## config.mk

```make
export PLATFORM = sky130hd
export DESIGN_NAME = lpwc_top
export DESIGN_NICKNAME = d
export VERILOG_FILES = /design/src/lpwc_pkg.sv /design/src/lpwc_top.sv
export SDC_FILE = /design/constraint.sdc
export NUM_CORES = 1
export LEC_CHECK = 0
export BUFFER_PORTS_ARGS = -buffer_cell sky130_fd_sc_hd__buf_2
export CAP_MARGIN = 20
export CORE_ASPECT_RATIO = 0.6
export CORE_MARGIN = 2
export CORE_UTILIZATION = 48
export DETAILED_ROUTE_END_ITERATION = 12
export PLACE_DENSITY = 0.76
export SLEW_MARGIN = 25
export SYNTH_ARGS = -nofsm -noshare
export SYNTH_HDL_FRONTEND = slang
export SYNTH_SLANG_ARGS = --single-unit
```

## constraint.sdc

```tcl
create_clock -name core_clk_i -period 2.17 [get_ports core_clk_i]
set_clock_uncertainty 0.2 [all_clocks]
set_input_delay 0.1085 -clock core_clk_i [delete_from_list [all_inputs] [get_ports core_clk_i]]
set_output_delay 0.1085 -clock core_clk_i [all_outputs]
set_load 0.01 [all_outputs]
```

## src/lpwc_pkg.sv

```systemverilog
/*
 * lpwc_pkg: constants shared by the low power wake control block.
 * assumes a single 10 MHz core clock and a synchronous active high reset.
 */
`default_nettype none

package lpwc_pkg;

   // ************************************************************
   // clocking
   // ************************************************************
   localparam int unsigned CORE_CLK_HZ = 10000000; // core clock rate
   localparam int unsigned WDT_CLK_HZ = 32768; // watchdog tick rate
   // core cycles per 32 kHz tick, rounded down
   localparam int unsigned WDT_DIV_CYC = CORE_CLK_HZ / WDT_CLK_HZ;
   localparam logic [8:0] WDT_DIV_LAST = 9'(WDT_DIV_CYC - 1);

   // pll lock wait after a wake, in microseconds and cycles
   localparam int unsigned PLL_LOCK_US = 100;
   localparam int unsigned PLL_LOCK_CYC = PLL_LOCK_US * (CORE_CLK_HZ / 1000000);
   localparam logic [11:0] PLL_LOCK_LAST = 12'(PLL_LOCK_CYC - 1);

   // reference clock range in MHz and multiplier selection bound
   localparam logic [5:0] REF_MHZ_MIN = 6'h06;
   localparam logic [5:0] REF_MHZ_MAX = 6'h28;
   localparam logic [5:0] REF_MHZ_MID = 6'h14;
   localparam logic [5:0] MAIN_MHZ = 6'h13; // 19.2 MHz main clock, integer part

   // pll multiply codes
   localparam logic [1:0] MUL_MAIN = 2'h0;
   localparam logic [1:0] MUL_REF_LO = 2'h1;
   localparam logic [1:0] MUL_REF_HI = 2'h2;

   // watchdog counter width and zero
   localparam logic [15:0] WDT_ZERO = 16'h0000;

   // ************************************************************
   // power states, one-hot
   // ************************************************************
   typedef enum logic [4:0] {
      LPWC_RUN = 5'h01, // normal mode, all clocks on
      LPWC_SUSP = 5'h02, // suspend, only phy clocked
      LPWC_STBY = 5'h04, // standby, pll and transceiver off
      LPWC_LOCK = 5'h08, // clocks restarted, waiting for lock
      LPWC_RST = 5'h10 // reset held on core
   } lpwc_state_e;

endpackage : lpwc_pkg

`default_nettype wire

```

## src/lpwc_top.sv

```systemverilog
/*
 * lpwc_top: power mode and wake control for the bridge device.
 * firmware asks for suspend or standby; usb line events, the flow control
 * input, the watchdog and the hard reset pin bring the device back.
 * assumes all inputs are synchronous to core_clk_i and that the 32 kHz
 * watchdog tick arrives as a one-cycle pulse or is made here by division.
 */
`default_nettype none

// Notes on behaviour
// - pll multiplier chosen from supplied input frequency
// - watchdog counts 32 kHz ticks, optional external
// - watchdog expiry interrupts, wakes standby, resets core
// - disabled watchdog gives no interrupt, wake, reset
// - normal mode keeps cpu clock and plls on
// - suspend puts phy in u3, stops other clocks
// - io pins hold prior level during suspend
// - registers and ram retained across suspend
// - wake on d plus, d minus, vbus events
// - wake on superspeed resume detection
// - wake on flow control level, programmable polarity
// - suspend wake resumes; hard reset pin resets
// - standby exit resets pc, keeps gpio setup
module lpwc_top (
   input wire logic core_clk_i, // core clock, 10 MHz
   input wire logic srst_i, // synchronous reset, active high
   input wire logic hard_rst_i, // hard reset pin, active high here
   input wire logic [5:0] reference_clock_input_mhz_i, // ref freq, MHz
   input wire logic use_reference_i, // pll runs from the reference clock
   input wire logic ext_32k_sel_i, // take watchdog tick from pin
   input wire logic ext_32k_tick_i, // external 32 kHz tick pulse
   input wire logic wdt_enable_i, // firmware watchdog enable
   input wire logic [15:0] wdt_reload_i, // watchdog period in ticks
   input wire logic wdt_kick_i, // firmware service pulse
   input wire logic susp_req_i, // firmware suspend request
   input wire logic stby_req_i, // firmware standby request
   input wire logic dp_i, // d plus line level
   input wire logic dm_i, // d minus line level
   input wire logic vbus_i, // vbus detected
   input wire logic ss_resume_i, // superspeed resume condition seen
   input wire logic cts_i, // flow control input
   input wire logic cts_pol_i, // level of cts that wakes
   input wire logic pll_lock_i, // pll lock indication
   input wire logic [11:0] io_level_i, // live io levels from the core
   output logic [1:0] pll_mul_o, // pll multiply selection
   output logic pll_en_o, // plls enabled
   output logic cpu_clk_en_o, // processor clock enabled
   output logic phy_u3_o, // usb 3.0 phy held in u3
   output logic xcvr_en_o, // usb transceiver on
   output logic io_hold_o, // io pads latch their level
   output logic [11:0] io_level_o, // io levels seen at the pads
   output logic ret_en_o, // memory and register retention
   output logic cpu_run_o, // core released to run
   output logic cpu_rst_o, // core reset pulse, pc reset
   output logic dev_rst_o, // whole device reset
   output logic wdt_irq_o, // watchdog interrupt pulse
   output logic [4:0] pwr_state_o // current power state
);

   // ************************************************************
   // state
   // ************************************************************
   lpwc_pkg::lpwc_state_e state_reg; // power state
   lpwc_pkg::lpwc_state_e state_next; // next power state
   logic from_stby_reg; // wake came out of standby
   logic [8:0] div_reg; // internal 32 kHz divider
   logic tick_reg; // one watchdog tick per pulse
   logic [15:0] wdt_reg; // watchdog down counter
   logic wdt_exp; // watchdog expiry this cycle
   logic [11:0] lock_reg; // pll lock wait counter
   logic dp_d_reg; // last d plus level
   logic dm_d_reg; // last d minus level
   logic wake; // any enabled wake source
   logic is_low; // device in a low power state

   // ************************************************************
   // pll multiply choice
   // ************************************************************
   // main clock is fixed; reference is split into two bands so the
   // internal rate does not follow the input frequency
   always_ff @(posedge core_clk_i) begin
      if (srst_i) begin
         pll_mul_o <= lpwc_pkg::MUL_MAIN;
      end else if (!use_reference_i) begin
         pll_mul_o <= lpwc_pkg::MUL_MAIN;
      end else if (reference_clock_input_mhz_i < lpwc_pkg::REF_MHZ_MID) begin
         pll_mul_o <= lpwc_pkg::MUL_REF_LO;
      end else begin
         pll_mul_o <= lpwc_pkg::MUL_REF_HI;
      end
   end

   // ************************************************************
   // watchdog tick source
   // ************************************************************
   // the internal divider is only an approximation of 32 kHz; a board
   // that needs accuracy should supply the tick on the pin
   always_ff @(posedge core_clk_i) begin
      if (srst_i) begin
         div_reg <= 9'h000;
         tick_reg <= 1'b0;
      end else if (ext_32k_sel_i) begin
         div_reg <= 9'h000;
         tick_reg <= ext_32k_tick_i;
      end else if (div_reg == lpwc_pkg::WDT_DIV_LAST) begin
         div_reg <= 9'h000;
         tick_reg <= 1'b1;
      end else begin
         div_reg <= div_reg + 9'h001;
         tick_reg <= 1'b0;
      end
   end

   // ************************************************************
   // watchdog counter
   // ************************************************************
   // expiry only when enabled and counted down on a tick
   assign wdt_exp = wdt_enable_i && tick_reg &&
                    (wdt_reg == 16'h0001);

   always_ff @(posedge core_clk_i) begin
      if (srst_i) begin
         wdt_reg <= 16'hffff;
      end else if (!wdt_enable_i || wdt_kick_i || wdt_exp) begin
         wdt_reg <= wdt_reload_i; // disabled, serviced or expired: reload
      end else if (tick_reg && wdt_reg != lpwc_pkg::WDT_ZERO) begin
         wdt_reg <= wdt_reg - 16'h0001;
      end
   end

   // interrupt pulse only while the core runs
   always_ff @(posedge core_clk_i) begin
      if (srst_i) begin
         wdt_irq_o <= 1'b0;
      end else begin
         wdt_irq_o <= wdt_exp && state_reg == lpwc_pkg::LPWC_RUN;
      end
   end

   // ************************************************************
   // wake sources
   // ************************************************************
   always_ff @(posedge core_clk_i) begin
      if (srst_i) begin
         dp_d_reg <= 1'b0;
         dm_d_reg <= 1'b0;
      end else begin
         dp_d_reg <= dp_i;
         dm_d_reg <= dm_i;
      end
   end

   assign is_low = state_reg == lpwc_pkg::LPWC_SUSP ||
                   state_reg == lpwc_pkg::LPWC_STBY;

   always_comb begin
      wake = (dp_i != dp_d_reg) ||
             (dm_d_reg && !dm_i) ||
             vbus_i ||
             ss_resume_i ||
             (cts_i == cts_pol_i);
      // watchdog wakes standby only
      if (state_reg == lpwc_pkg::LPWC_STBY && wdt_exp) begin
         wake = 1'b1;
      end
   end

   // ************************************************************
   // power state machine
   // ************************************************************
   always_comb begin
      state_next = state_reg;
      case (state_reg)
         lpwc_pkg::LPWC_RUN: begin
            // firmware has drained traffic before asking
            if (wdt_exp) begin
               state_next = lpwc_pkg::LPWC_RST;
            end else if (stby_req_i) begin
               state_next = lpwc_pkg::LPWC_STBY;
            end else if (susp_req_i) begin
               state_next = lpwc_pkg::LPWC_SUSP;
            end
         end
         lpwc_pkg::LPWC_SUSP, lpwc_pkg::LPWC_STBY: begin
            if (wake) begin
               state_next = lpwc_pkg::LPWC_LOCK;
            end
         end
         lpwc_pkg::LPWC_LOCK: begin
            if (lock_reg == lpwc_pkg::PLL_LOCK_LAST && pll_lock_i) begin
               state_next = from_stby_reg ? lpwc_pkg::LPWC_RST
                                          : lpwc_pkg::LPWC_RUN;
            end
         end
         lpwc_pkg::LPWC_RST: begin
            state_next = lpwc_pkg::LPWC_RUN;
         end
         default: begin
            state_next = lpwc_pkg::LPWC_RUN;
         end
      endcase
   end

   // hard reset pin overrides every state and restarts the device
   always_ff @(posedge core_clk_i) begin
      if (srst_i || hard_rst_i) begin
         state_reg <= lpwc_pkg::LPWC_RUN;
      end else begin
         state_reg <= state_next;
      end
   end

   // remember where the wake came from
   always_ff @(posedge core_clk_i) begin
      if (srst_i) begin
         from_stby_reg <= 1'b0;
      end else if (state_reg == lpwc_pkg::LPWC_STBY) begin
         from_stby_reg <= 1'b1;
      end else if (state_reg == lpwc_pkg::LPWC_SUSP) begin
         from_stby_reg <= 1'b0;
      end
   end

   // lock wait: minimum settle time, then lock must be seen
   always_ff @(posedge core_clk_i) begin
      if (srst_i || state_reg != lpwc_pkg::LPWC_LOCK) begin
         lock_reg <= 12'h000;
      end else if (lock_reg != lpwc_pkg::PLL_LOCK_LAST) begin
         lock_reg <= lock_reg + 12'h001;
      end
   end

   // ************************************************************
   // outputs
   // ************************************************************
   always_ff @(posedge core_clk_i) begin
      if (srst_i) begin
         pll_en_o <= 1'b1;
         cpu_clk_en_o <= 1'b1;
         phy_u3_o <= 1'b0;
         xcvr_en_o <= 1'b1;
         cpu_run_o <= 1'b0;
         ret_en_o <= 1'b0;
         pwr_state_o <= lpwc_pkg::LPWC_RUN;
      end else begin
         pll_en_o <= !is_low;
         cpu_clk_en_o <= state_reg == lpwc_pkg::LPWC_RUN;
         phy_u3_o <= state_reg == lpwc_pkg::LPWC_SUSP;
         xcvr_en_o <= state_reg != lpwc_pkg::LPWC_STBY;
         cpu_run_o <= state_reg == lpwc_pkg::LPWC_RUN;
         ret_en_o <= is_low;
         pwr_state_o <= state_reg;
      end
   end

   // pads freeze their level while in a low power state; gpio setup
   // stays because nothing here touches it
   always_ff @(posedge core_clk_i) begin
      if (srst_i) begin
         io_hold_o <= 1'b0;
         io_level_o <= 12'h000;
      end else begin
         io_hold_o <= is_low;
         if (!is_low) begin
            io_level_o <= io_level_i;
         end
      end
   end

   // reset pulses: core reset after standby or watchdog, device reset
   // on the hard reset pin
   always_ff @(posedge core_clk_i) begin
      if (srst_i) begin
         cpu_rst_o <= 1'b0;
         dev_rst_o <= 1'b0;
      end else begin
         cpu_rst_o <= state_reg == lpwc_pkg::LPWC_RST;
         dev_rst_o <= hard_rst_i;
      end
   end

endmodule : lpwc_top

`default_nettype wire

```

==> Yosys cells after proc, flatten, opt, wreduce, memory -nomap -nowiden <==
Index checks and enable logic that the tools add are counted.
{ "word_totals": {"reg_bits": 74, "latchBits": 0, "ramBits": 0, "mem_bits_ro": 0, "inputBits": 51, "output_inout_bits": 29, "word_cells": 82, "mem_count": 0} }
{ "classes": {"n_addsub": 3, "multipliers": 0, "div_mod_pow": 0, "n_lt_le_gt_ge": 1, "eq_ne": 16, "shifts": 0, "n_mux": 15, "n_bitwise": 1, "n_reduce_logical": 26} }
{ "ops": {"columns": ["op", "count"], "rows": [
  ["16-bit two-way mux", 2],
  ["5-bit two-way mux", 6],
  ["16-bit by 1-bit equality test with 1-bit output, second input constant", 1],
  ["16-bit nonzero test", 1],
  ["16-bit by 1-bit subtractor with 16-bit output, second input constant", 1],
  ["5-bit case mux with 3 select lines", 1],
  ["12-bit by 1-bit adder with 12-bit output, second input constant", 1],
  ["12-bit by 10-bit equality test with 1-bit output, second input constant", 1],
  ["12-bit by 10-bit != test with 1-bit output, second input constant", 1],
  ["9-bit by 1-bit adder with 9-bit output, second input constant", 1],
  ["9-bit equality test, second input constant", 1],
  ["1-bit logical OR", 9],
  ["1-bit logical AND", 7],
  ["6-bit by 5-bit < comparator with 1-bit output, second input constant", 1],
  ["5-bit by 1-bit equality test with 1-bit output, second input constant", 1],
  ["5-bit by 2-bit equality test with 1-bit output, second input constant", 1],
  ["5-bit by 3-bit equality test with 1-bit output, second input constant", 1],
  ["5-bit by 4-bit equality test with 1-bit output, second input constant", 1],
  ["5-bit equality test, second input constant", 1],
  ["1-bit two-way mux", 5],
  ["5-bit by 3-bit != test with 1-bit output, second input constant", 1],
  ["5-bit by 4-bit != test with 1-bit output, second input constant", 1],
  ["2-bit != test, second input constant", 2],
  ["4-bit != test, second input constant", 1],
  ["other kinds (9)", 13]
]} }

==> Depth between registers and ports, before layout <==
Gate-level depths: netlist of run 1.
{ "depth": {"word_depth": 9, "ltp_mapped": 8, "ltp_nobuf": 7} }

==> Worst setup path after synthesis of run 1 <==
OpenSTA, ideal clock, no wires.
{ "synth_path": {"path_kind": "register to register", "startpoint": "register wdt_reg[0]", "endpoint": "register wdt_reg[1]", "setup_time_ns": 0.058, "arrival_ns": 1.894, "required_time_ns": 1.912, "setup_slack_ns": 0.018, "path_stages_with_launch": 8, "path_buffers": 0, "cell_sequence": "dfxtp_1 > inv_1 > ha_1 > nor4b_2 > nand4_2 > or4_1 > a311oi_1 > a211o_1"} }
{ "synth_between": {"elab_chain_cells": 4} }
{ "synth_rtl": {"columns": ["element", "line", "text"], "rows": [
  ["from (decl)", "lpwc_top.sv:68", "logic [15:0] wdt_reg;"],
  ["from (signal assigned)", "lpwc_top.sv:125", "wdt_reg <= wdt_reload_i;"],
  ["from (signal assigned)", "lpwc_top.sv:127", "wdt_reg <= wdt_reg - 16'h0001;"],
  ["parallel branches: the longest is 4 deep, another holds 16-bit by 1-bit subtractor with 16-bit output", null, null]
]} }
Parallel ways; which one is timed is not known. The select of a mux whose other input is x is not followed.
A chain may end at the register's enable or synchronous reset.

==> Worst setup path in the final report of run 1 <==
{ "layout_path": {"startpoint": "register wdt_reg[0]", "endpoint": "register wdt_reg[10]"} }
Same word-level chain as after synthesis.

==> results.json, run 1 <==
{
  "end_kind": "register",
  "post-cts-setup-buffer-count": 0,
  "arrival_ns": 2.20,
  "cp.depth": 8,
  "dr.pass1.iters": 4,
  "cts_tree": "done",
  "via_per_inst": 5.27,
  "rows": 23,
  "final_cells": 589,
  "path_cells": "inv_1 -> ha_1 -> nor4b_4 -> buf_4 -> and2_2 -> or4_4 -> a21oi_2 -> a211o_1",
  "synth-main-ff-cell": "dfxtp_1",
  "drive_gt1_share_pct": 28.3,
  "place.gp.congestion": 0.885,
  "async_reset_ff_share_pct": 0,
  "grt_use_total_pct": 23.0,
  "area_growth_pct": 44.6,
  "cp-startpoint": "wdt_reg[0]",
  "power.density_mw_per_mm2": 662,
  "vias": 3103,
  "num_antenna_cells": 0,
  "relSlewSlack_pct": 57.9,
  "synth_cell_types": 53,
  "cts_root_buf": "clkbuf_8",
  "reg2reg_depth": 8,
  "die_h_um": 67.5,
  "post_drt_wl_per_cell_um": 14.5,
  "clock-sinks": 74,
  "mostFrequentLayoutCells": "77 x buf_2, 73 x dfxtp_1, 50 x nor2_1",
  "yosys_warnings": 0,
  "fin_crit_sh_pct": 97.1,
  "synth-seq-area-share_pct": 45.9,
  "fin_nets": 555,
  "synth_edf_count": 0,
  "min_path_type": "input pin to register",
  "grt_max_degree": 25,
  "syn_nets": 401,
  "r2r-start": "wdt_reg[0]",
  "peakVddDrop_mv": 0.690,
  "timing.critical_path.required_ns": 2.26,
  "start_util_pct": 49.0,
  "max_freq_mhz": 474,
  "dieArea_sq_mm": 0.00742,
  "worst_slew_pin_slew_ns": 0.625,
  "fin_crit_ns": 2.11,
  "path_max_fanout": 4,
  "cpMaxStageDelayCell": "or4_4",
  "num_io_pins": 80,
  "fin_area_sq_mm": 0.00467,
  "crit_end": "wdt_reg[10]",
  "first_global_vias": 2758,
  "wirelength_mm": 8.55,
  "avgSynthCellArea_sq_um": 9.39,
  "placed_area_sq_mm": 0.00389,
  "core_sq_mm": 0.00659,
  "drv_cap": 0,
  "final-hold-violation-count": 0,
  "whs_ns": 0.0146,
  "cp_slowest_stage_delay_ns": 0.49,
  "synth-seq-cells": 74,
  "largest_reg_flops": 16,
  "die_x_um": 110,
  "route.detailed.drc": 0,
  "ant_nets": 0,
  "setup-violations-final": 0,
  "io_buffers": 77,
  "dpl.hpwl_mm": 5.56,
  "grt_pass1_wl_mm": 12.8,
  "mostFrequentLayoutCell": "buf_2",
  "synth_area_sq_mm": 0.00323,
  "crit_path_start_kind": "register",
  "htreeDepth": 3,
  "path_buf_inv": 2,
  "final_max_slew_viol_count": 0,
  "antenna_found_initial": 0,
  "criticalPathCategory": "register to register",
  "status": "finished clean",
  "cts_buffers": 9,
  "grt_overflow": 0,
  "crit_family": "simple AND/OR/NAND/NOR gates",
  "path_clk_slew_ns": 0.08,
  "postSynthCellCount": 344,
  "clk_latency_ns": 0.35,
  "drtIter0Drc": 191,
  "dp.cells": 526,
  "reg2reg_slack_ns": 0.06,
  "p_leak_nw": 1.96,
  "cts_buffer_depth": 2,
  "timing.rr.end": "wdt_reg[10]"
}
[stage by stage]
stage / TNS (ns) / power [mW] / util [%] / setup WS [ns]
after floorplan: 0 / 1.61 / - / 0.0182
after global placement: 0 / 1.73 / 59.0 / 0.0718
after detailed placement: 0 / 1.74 / 59.0 / 0.0127
after CTS: 0 / 3.09 / 70.1 / 0.0373
after global routing: -0.00267 / 3.21 / 70.9 / -0.00267
final: 0 / 3.09 / 70.9 / 0.0621
[synth_stat cells (2+ instances only)]
master	instances	area, sq um
and3_1	4	25.0
clkbuf_1	6	22.5
and2_1	5	31.3
a22oi_1	10	75.1
nor2b_1	11	68.8
xor2_1	12	105
or4_1	6	45.0
o21ai_0	2	10.0
nand2_1	18	67.6
nand3b_1	2	15.0
inv_1	9	33.8
a211o_1	6	52.6
o31ai_1	2	15.0
dfxtp_1	74	1480
a22o_1	12	105
nor2_1	50	188
xnor2_1	16	140
a21boi_0	2	15.0
ha_1	6	75.1
buf_4	2	15.0
nand3_1	15	75.1
nand4_1	5	31.3
a21oi_1	11	55.1
nor4_1	5	31.3
nor4b_1	2	17.5
o21a_1	2	15.0
or4b_1	3	30.0
nand2b_1	7	43.8
nor3_1	10	50.1
nor4b_2	2	30.0
nor4_4	2	42.5
buf_1	2	7.51
nor3b_1	3	22.5
[logic make-up (layout without fill, tap and decap cells)]
family                   count (synthesis)  in the layout  share of synthesized area (%)
multiplexers                             1              1                          0.310
AO/OA/AOI/OAI                           56             56                           12.8
flip-flops                              74             74                           45.9
AND/OR/NAND/NOR                        159            159                           28.5
adder cells (fa/ha/maj)                  6              6                           2.32
XOR/XNOR                                28             28                           7.59
buffers and inverters                   20            178                           2.60
[power breakdown]
part | internal, mW | switching, mW
Sequential | 1.41 | 0.0431
Clock | 0.794 | 0.507
Combinational | 0.188 | 0.150
[routing by layer]
| layer | global-route usage, % | routed length (um) | vias to the layer above | share of wire (%) |
|---|---|---|---|---|
| met5 | 0 | 0 | - | 0 |
| met2 | 37.3 | 4010 | 131 | 47 |
| li1 | - | - | 1536 | - |
| met1 | 28.9 | 3780 | 1421 | 44 |
| met3 | 7.63 | 620 | 15 | 7.3 |
| met4 | 7.91 | 145 | 0 | 1.7 |
[worst register-to-register path, cell delays in order, from the launching register on]
cell and delay [ns]:
dfxtp_2 0.33, inv_1 0.05, ha_1 0.21, nor4b_4 0.14
buf_4 0.14, and2_2 0.22, or4_4 0.49, a21oi_2 0.15
a211o_1 0.10
[worst min path at each step]
stage                                              start            to  cells after the start  slack, ns
final                                          cts_pol_i  state_reg[1]                      5       0.01
after global routing                               cts_i  state_reg[1]                      5       0.04
after CTS                                          cts_i  state_reg[1]                      5      0.002
after detailed placement  reference_clock_input_mhz_i[5]  pll_mul_o[0]                      2       0.11
after global placement    reference_clock_input_mhz_i[5]  pll_mul_o[0]                      2       0.09
after floorplan           reference_clock_input_mhz_i[5]  pll_mul_o[0]                      1      -0.01
[area by class of cell]
| class | count | area [sq um] |
|---|---|---|
| Clock buffer | 11 | 141 |
| Inverter | 9 | 33.8 |
| Tap cell | 87 | 109 |
| Sequential cell | 74 | 1480 |
| Fill cell | 493 | 1920 |
| Multi-Input combinational cell | 250 | 1720 |
| Clock inverter | 4 | 98.8 |
| Timing Repair Buffer | 154 | 1080 |
[timing repair]
item | in CTS | in global routing
gates resized for setup | 1 | 11
pin swaps | 0 | 2
endpoints found under the setup margin | 1 | 27
hold buffers | 48 | 0
endpoints found under the hold margin | 43 | 0
Power figures use the tool's default switching activity.
==> run 2, diff against run 1 <==
- CORE_UTILIZATION: 48 -> 50
- CTS_BUF_LIST: not set -> sky130_fd_sc_hd__clkbuf_8
- PLACE_DENSITY: 0.76 -> 0.79
- clock period: 2.17 -> 1.9 ns (I/O delays scaled with it)
==> run 2 against run 1 <==
Net effect: the run now ends with negative setup slack left; cell count up 7.5%; via count up 15%; register-to-register slack worse by 0.22 ns; die area down 3.8%; core utilization up 14 points; wire length up 33%; maximum frequency up 2.4%; critical path type unchanged; largest power group unchanged; highest routed layer unchanged.
==> results.json, run 2 (same netlist as run 1, synthesis figures left out) <==
{
  "status": "finished with violations",
  "violations": "negative setup slack",
  "min_path_type": "input pin to register",
  "max_freq_mhz": 486,
  "fin_ws_ns": -0.158,
  "fin_crit_sh_pct": 108,
  "dr_wl_met3_um": 906,
  "rows": 22,
  "peakVddDrop_mv": 0.419,
  "final_cells": 633,
  "setup-tns-final_ns": -2.60,
  "cts_root_buf": "clkbuf_8",
  "final_max_slew_viol_count": 0,
  "post-place-ws_ns": -0.212,
  "setup-violations-final": 36,
  "route.detailed.drc": 0,
  "path_max_fanout": 3,
  "multi_input_area_sq_mm": 0.00197,
  "dp.cells": 551,
  "drv_cap": 0,
  "grt_pass1_wl_mm": 15.6,
  "cpMaxStageDelayCell": "or4b_4",
  "wirelength_mm": 11.4,
  "relSlewSlack_pct": 62.0,
  "whs_ns": 0.0997,
  "drtIter0Drc": 319,
  "clk_latency_ns": 0.36,
  "min_path_cells": 4,
  "via_per_inst": 5.65,
  "path_cells": "or4b_4 -> nor4_4 -> buf_4 -> nand2_2 -> o21ai_2 -> a31o_2",
  "mostFrequentLayoutCells": "76 x buf_2, 69 x buf_4, 64 x dfxtp_1",
  "reg2reg_slack_ns": -0.16,
  "dieArea_sq_mm": 0.00714,
  "final-hold-violation-count": 0,
  "power.density_mw_per_mm2": 647,
  "largest_reg_flops": 16,
  "hold_end": "wdt_reg[15]",
  "seq_power_share_pct": 48.7,
  "clock-sinks": 74,
  "cts_buffer_depth": 2,
  "cts_tree": "done",
  "met2_length_mm": 5.29,
  "swShare_pct": 26.9,
  "r2r-start": "lock_reg[4]",
  "worst_slew_pin_slew_ns": 0.567,
  "p_int_mw": 2.49,
  "top_layer": "met4",
  "fin_nets": 601,
  "grt_use_total_pct": 28.5,
  "path_clk_slew_ns": 0.08,
  "wl_met1_mm": 4.75,
  "antenna_found_initial": 0,
  "path_buf_inv": 1,
  "timing.critical_path.required_ns": 2.00,
  "final_util_pct": 85.3,
  "area_growth_pct": 62.8,
  "mostFrequentLayoutCell": "buf_2",
  "crit_path_start_kind": "register",
  "cp_slowest_stage_delay_ns": 0.56,
  "timing.rr.end": "state_reg[0]",
  "num_io_pins": 80,
  "first_global_vias": 3323,
  "drive_gt1_share_pct": 42.4,
  "die_x_um": 108,
  "hp-start": "wdt_kick_i",
  "io_buffers": 77,
  "grt_max_degree": 18,
  "fin_crit_ns": 2.06,
  "reg2reg_depth": 6,
  "criticalPathCategory": "register to register",
  "dpl.hpwl_mm": 5.89,
  "combinationalPowerShare_pct": 15.0,
  "num_antenna_cells": 0,
  "crit_family": "simple AND/OR/NAND/NOR gates",
  "vias": 3579,
  "nFillCells": 322,
  "ff_latch_area_sq_mm": 0.00150,
  "dr.pass1.iters": 5,
  "grt_setup_unrepaired": "true",
  "ant_nets": 0,
  "clkPwrFrac_pct": 36.3,
  "p_sw_uw": 915,
  "arrival_ns": 2.16,
  "start_util_pct": 52.4,
  "place.gp.congestion": 0.920,
  "die_h_um": 66.3,
  "core_sq_mm": 0.00617,
  "end_kind": "register",
  "post_drt_wl_per_cell_um": 18.0,
  "htreeDepth": 3,
  "grt_overflow": 0,
  "p_leak_nw": 2.24,
  "cts_buffers": 9
}
[run 2: how the worst max path moves through the flow]
stage	startpoint	end	slack [ns]	cells after the start
2_1_floorplan	wdt_reg[1]	wdt_reg[1]	-0.17	7
3_3_place_gp	wdt_reg[3]	wdt_reg[9]	-0.16	5
3_5_place_dp	wdt_reg[8]	wdt_reg[7]	-0.21	6
4_1_cts	wdt_reg[1]	wdt_reg[1]	-0.14	7
5_1_grt	wdt_reg[0]	wdt_reg[1]	-0.20	7
6_report	lock_reg[4]	state_reg[0]	-0.16	6
[run 2: tightest hold or removal path: cells and delay by family]
family / cells / cell delay (ns)
simple gates: 2 / 0.26
buf+inv: 1 / 0.07
compound gates: 1 / 0.18
[run 2: cell type report]
class | count | share of cell area, %
Clock buffer | 9 | 2.36
Clock inverter | 7 | 1.31
Inverter | 9 | 0.738
Multi-Input combinational cell | 251 | 37.5
Sequential cell | 74 | 28.6
Tap cell | 84 | 2.00
Timing Repair Buffer | 199 | 27.5
[run 2: through the flow]
stage          total power [mW]  instance area (sq um)
2_1_floorplan              1.84                   3280
5_1_grt                    3.50                   5260
3_5_place_dp               2.03                   4140
3_3_place_gp               2.01                   4140
4_1_cts                    3.32                   5010
6_report                   3.40                   5260
[run 2: power by group through the flow]
| stage | Sequential [mW] | Clock (mW) | Combinational, mW |
|---|---|---|---|
| after floorplan | 1.71 | 0 | 0.139 |
| after global placement | 1.69 | 0 | 0.328 |
| after detailed placement | 1.69 | 0 | 0.338 |
| after CTS | 1.65 | 1.23 | 0.441 |
| after global routing | 1.66 | 1.30 | 0.538 |
| final | 1.66 | 1.23 | 0.510 |
[run 2: routing by layer]
| metal | global-route usage [%] | vias to the layer above |
|---|---|---|
| met2 | 49.4 | 206 |
| met3 | 6.21 | 52 |
| met1 | 34.1 | 1692 |
| met4 | 12.8 | 0 |
| met5 | 0 | - |
| li1 | - | 1629 |
[run 2: repair_timing]
action,CTS,global route
hold endpoints to repair,47,0
cloned,0,1
hold buffers,49,0
buffers inserted,7,11
pin swaps,10,21
endpoints found under the setup margin,32,37
gates resized for setup,34,39
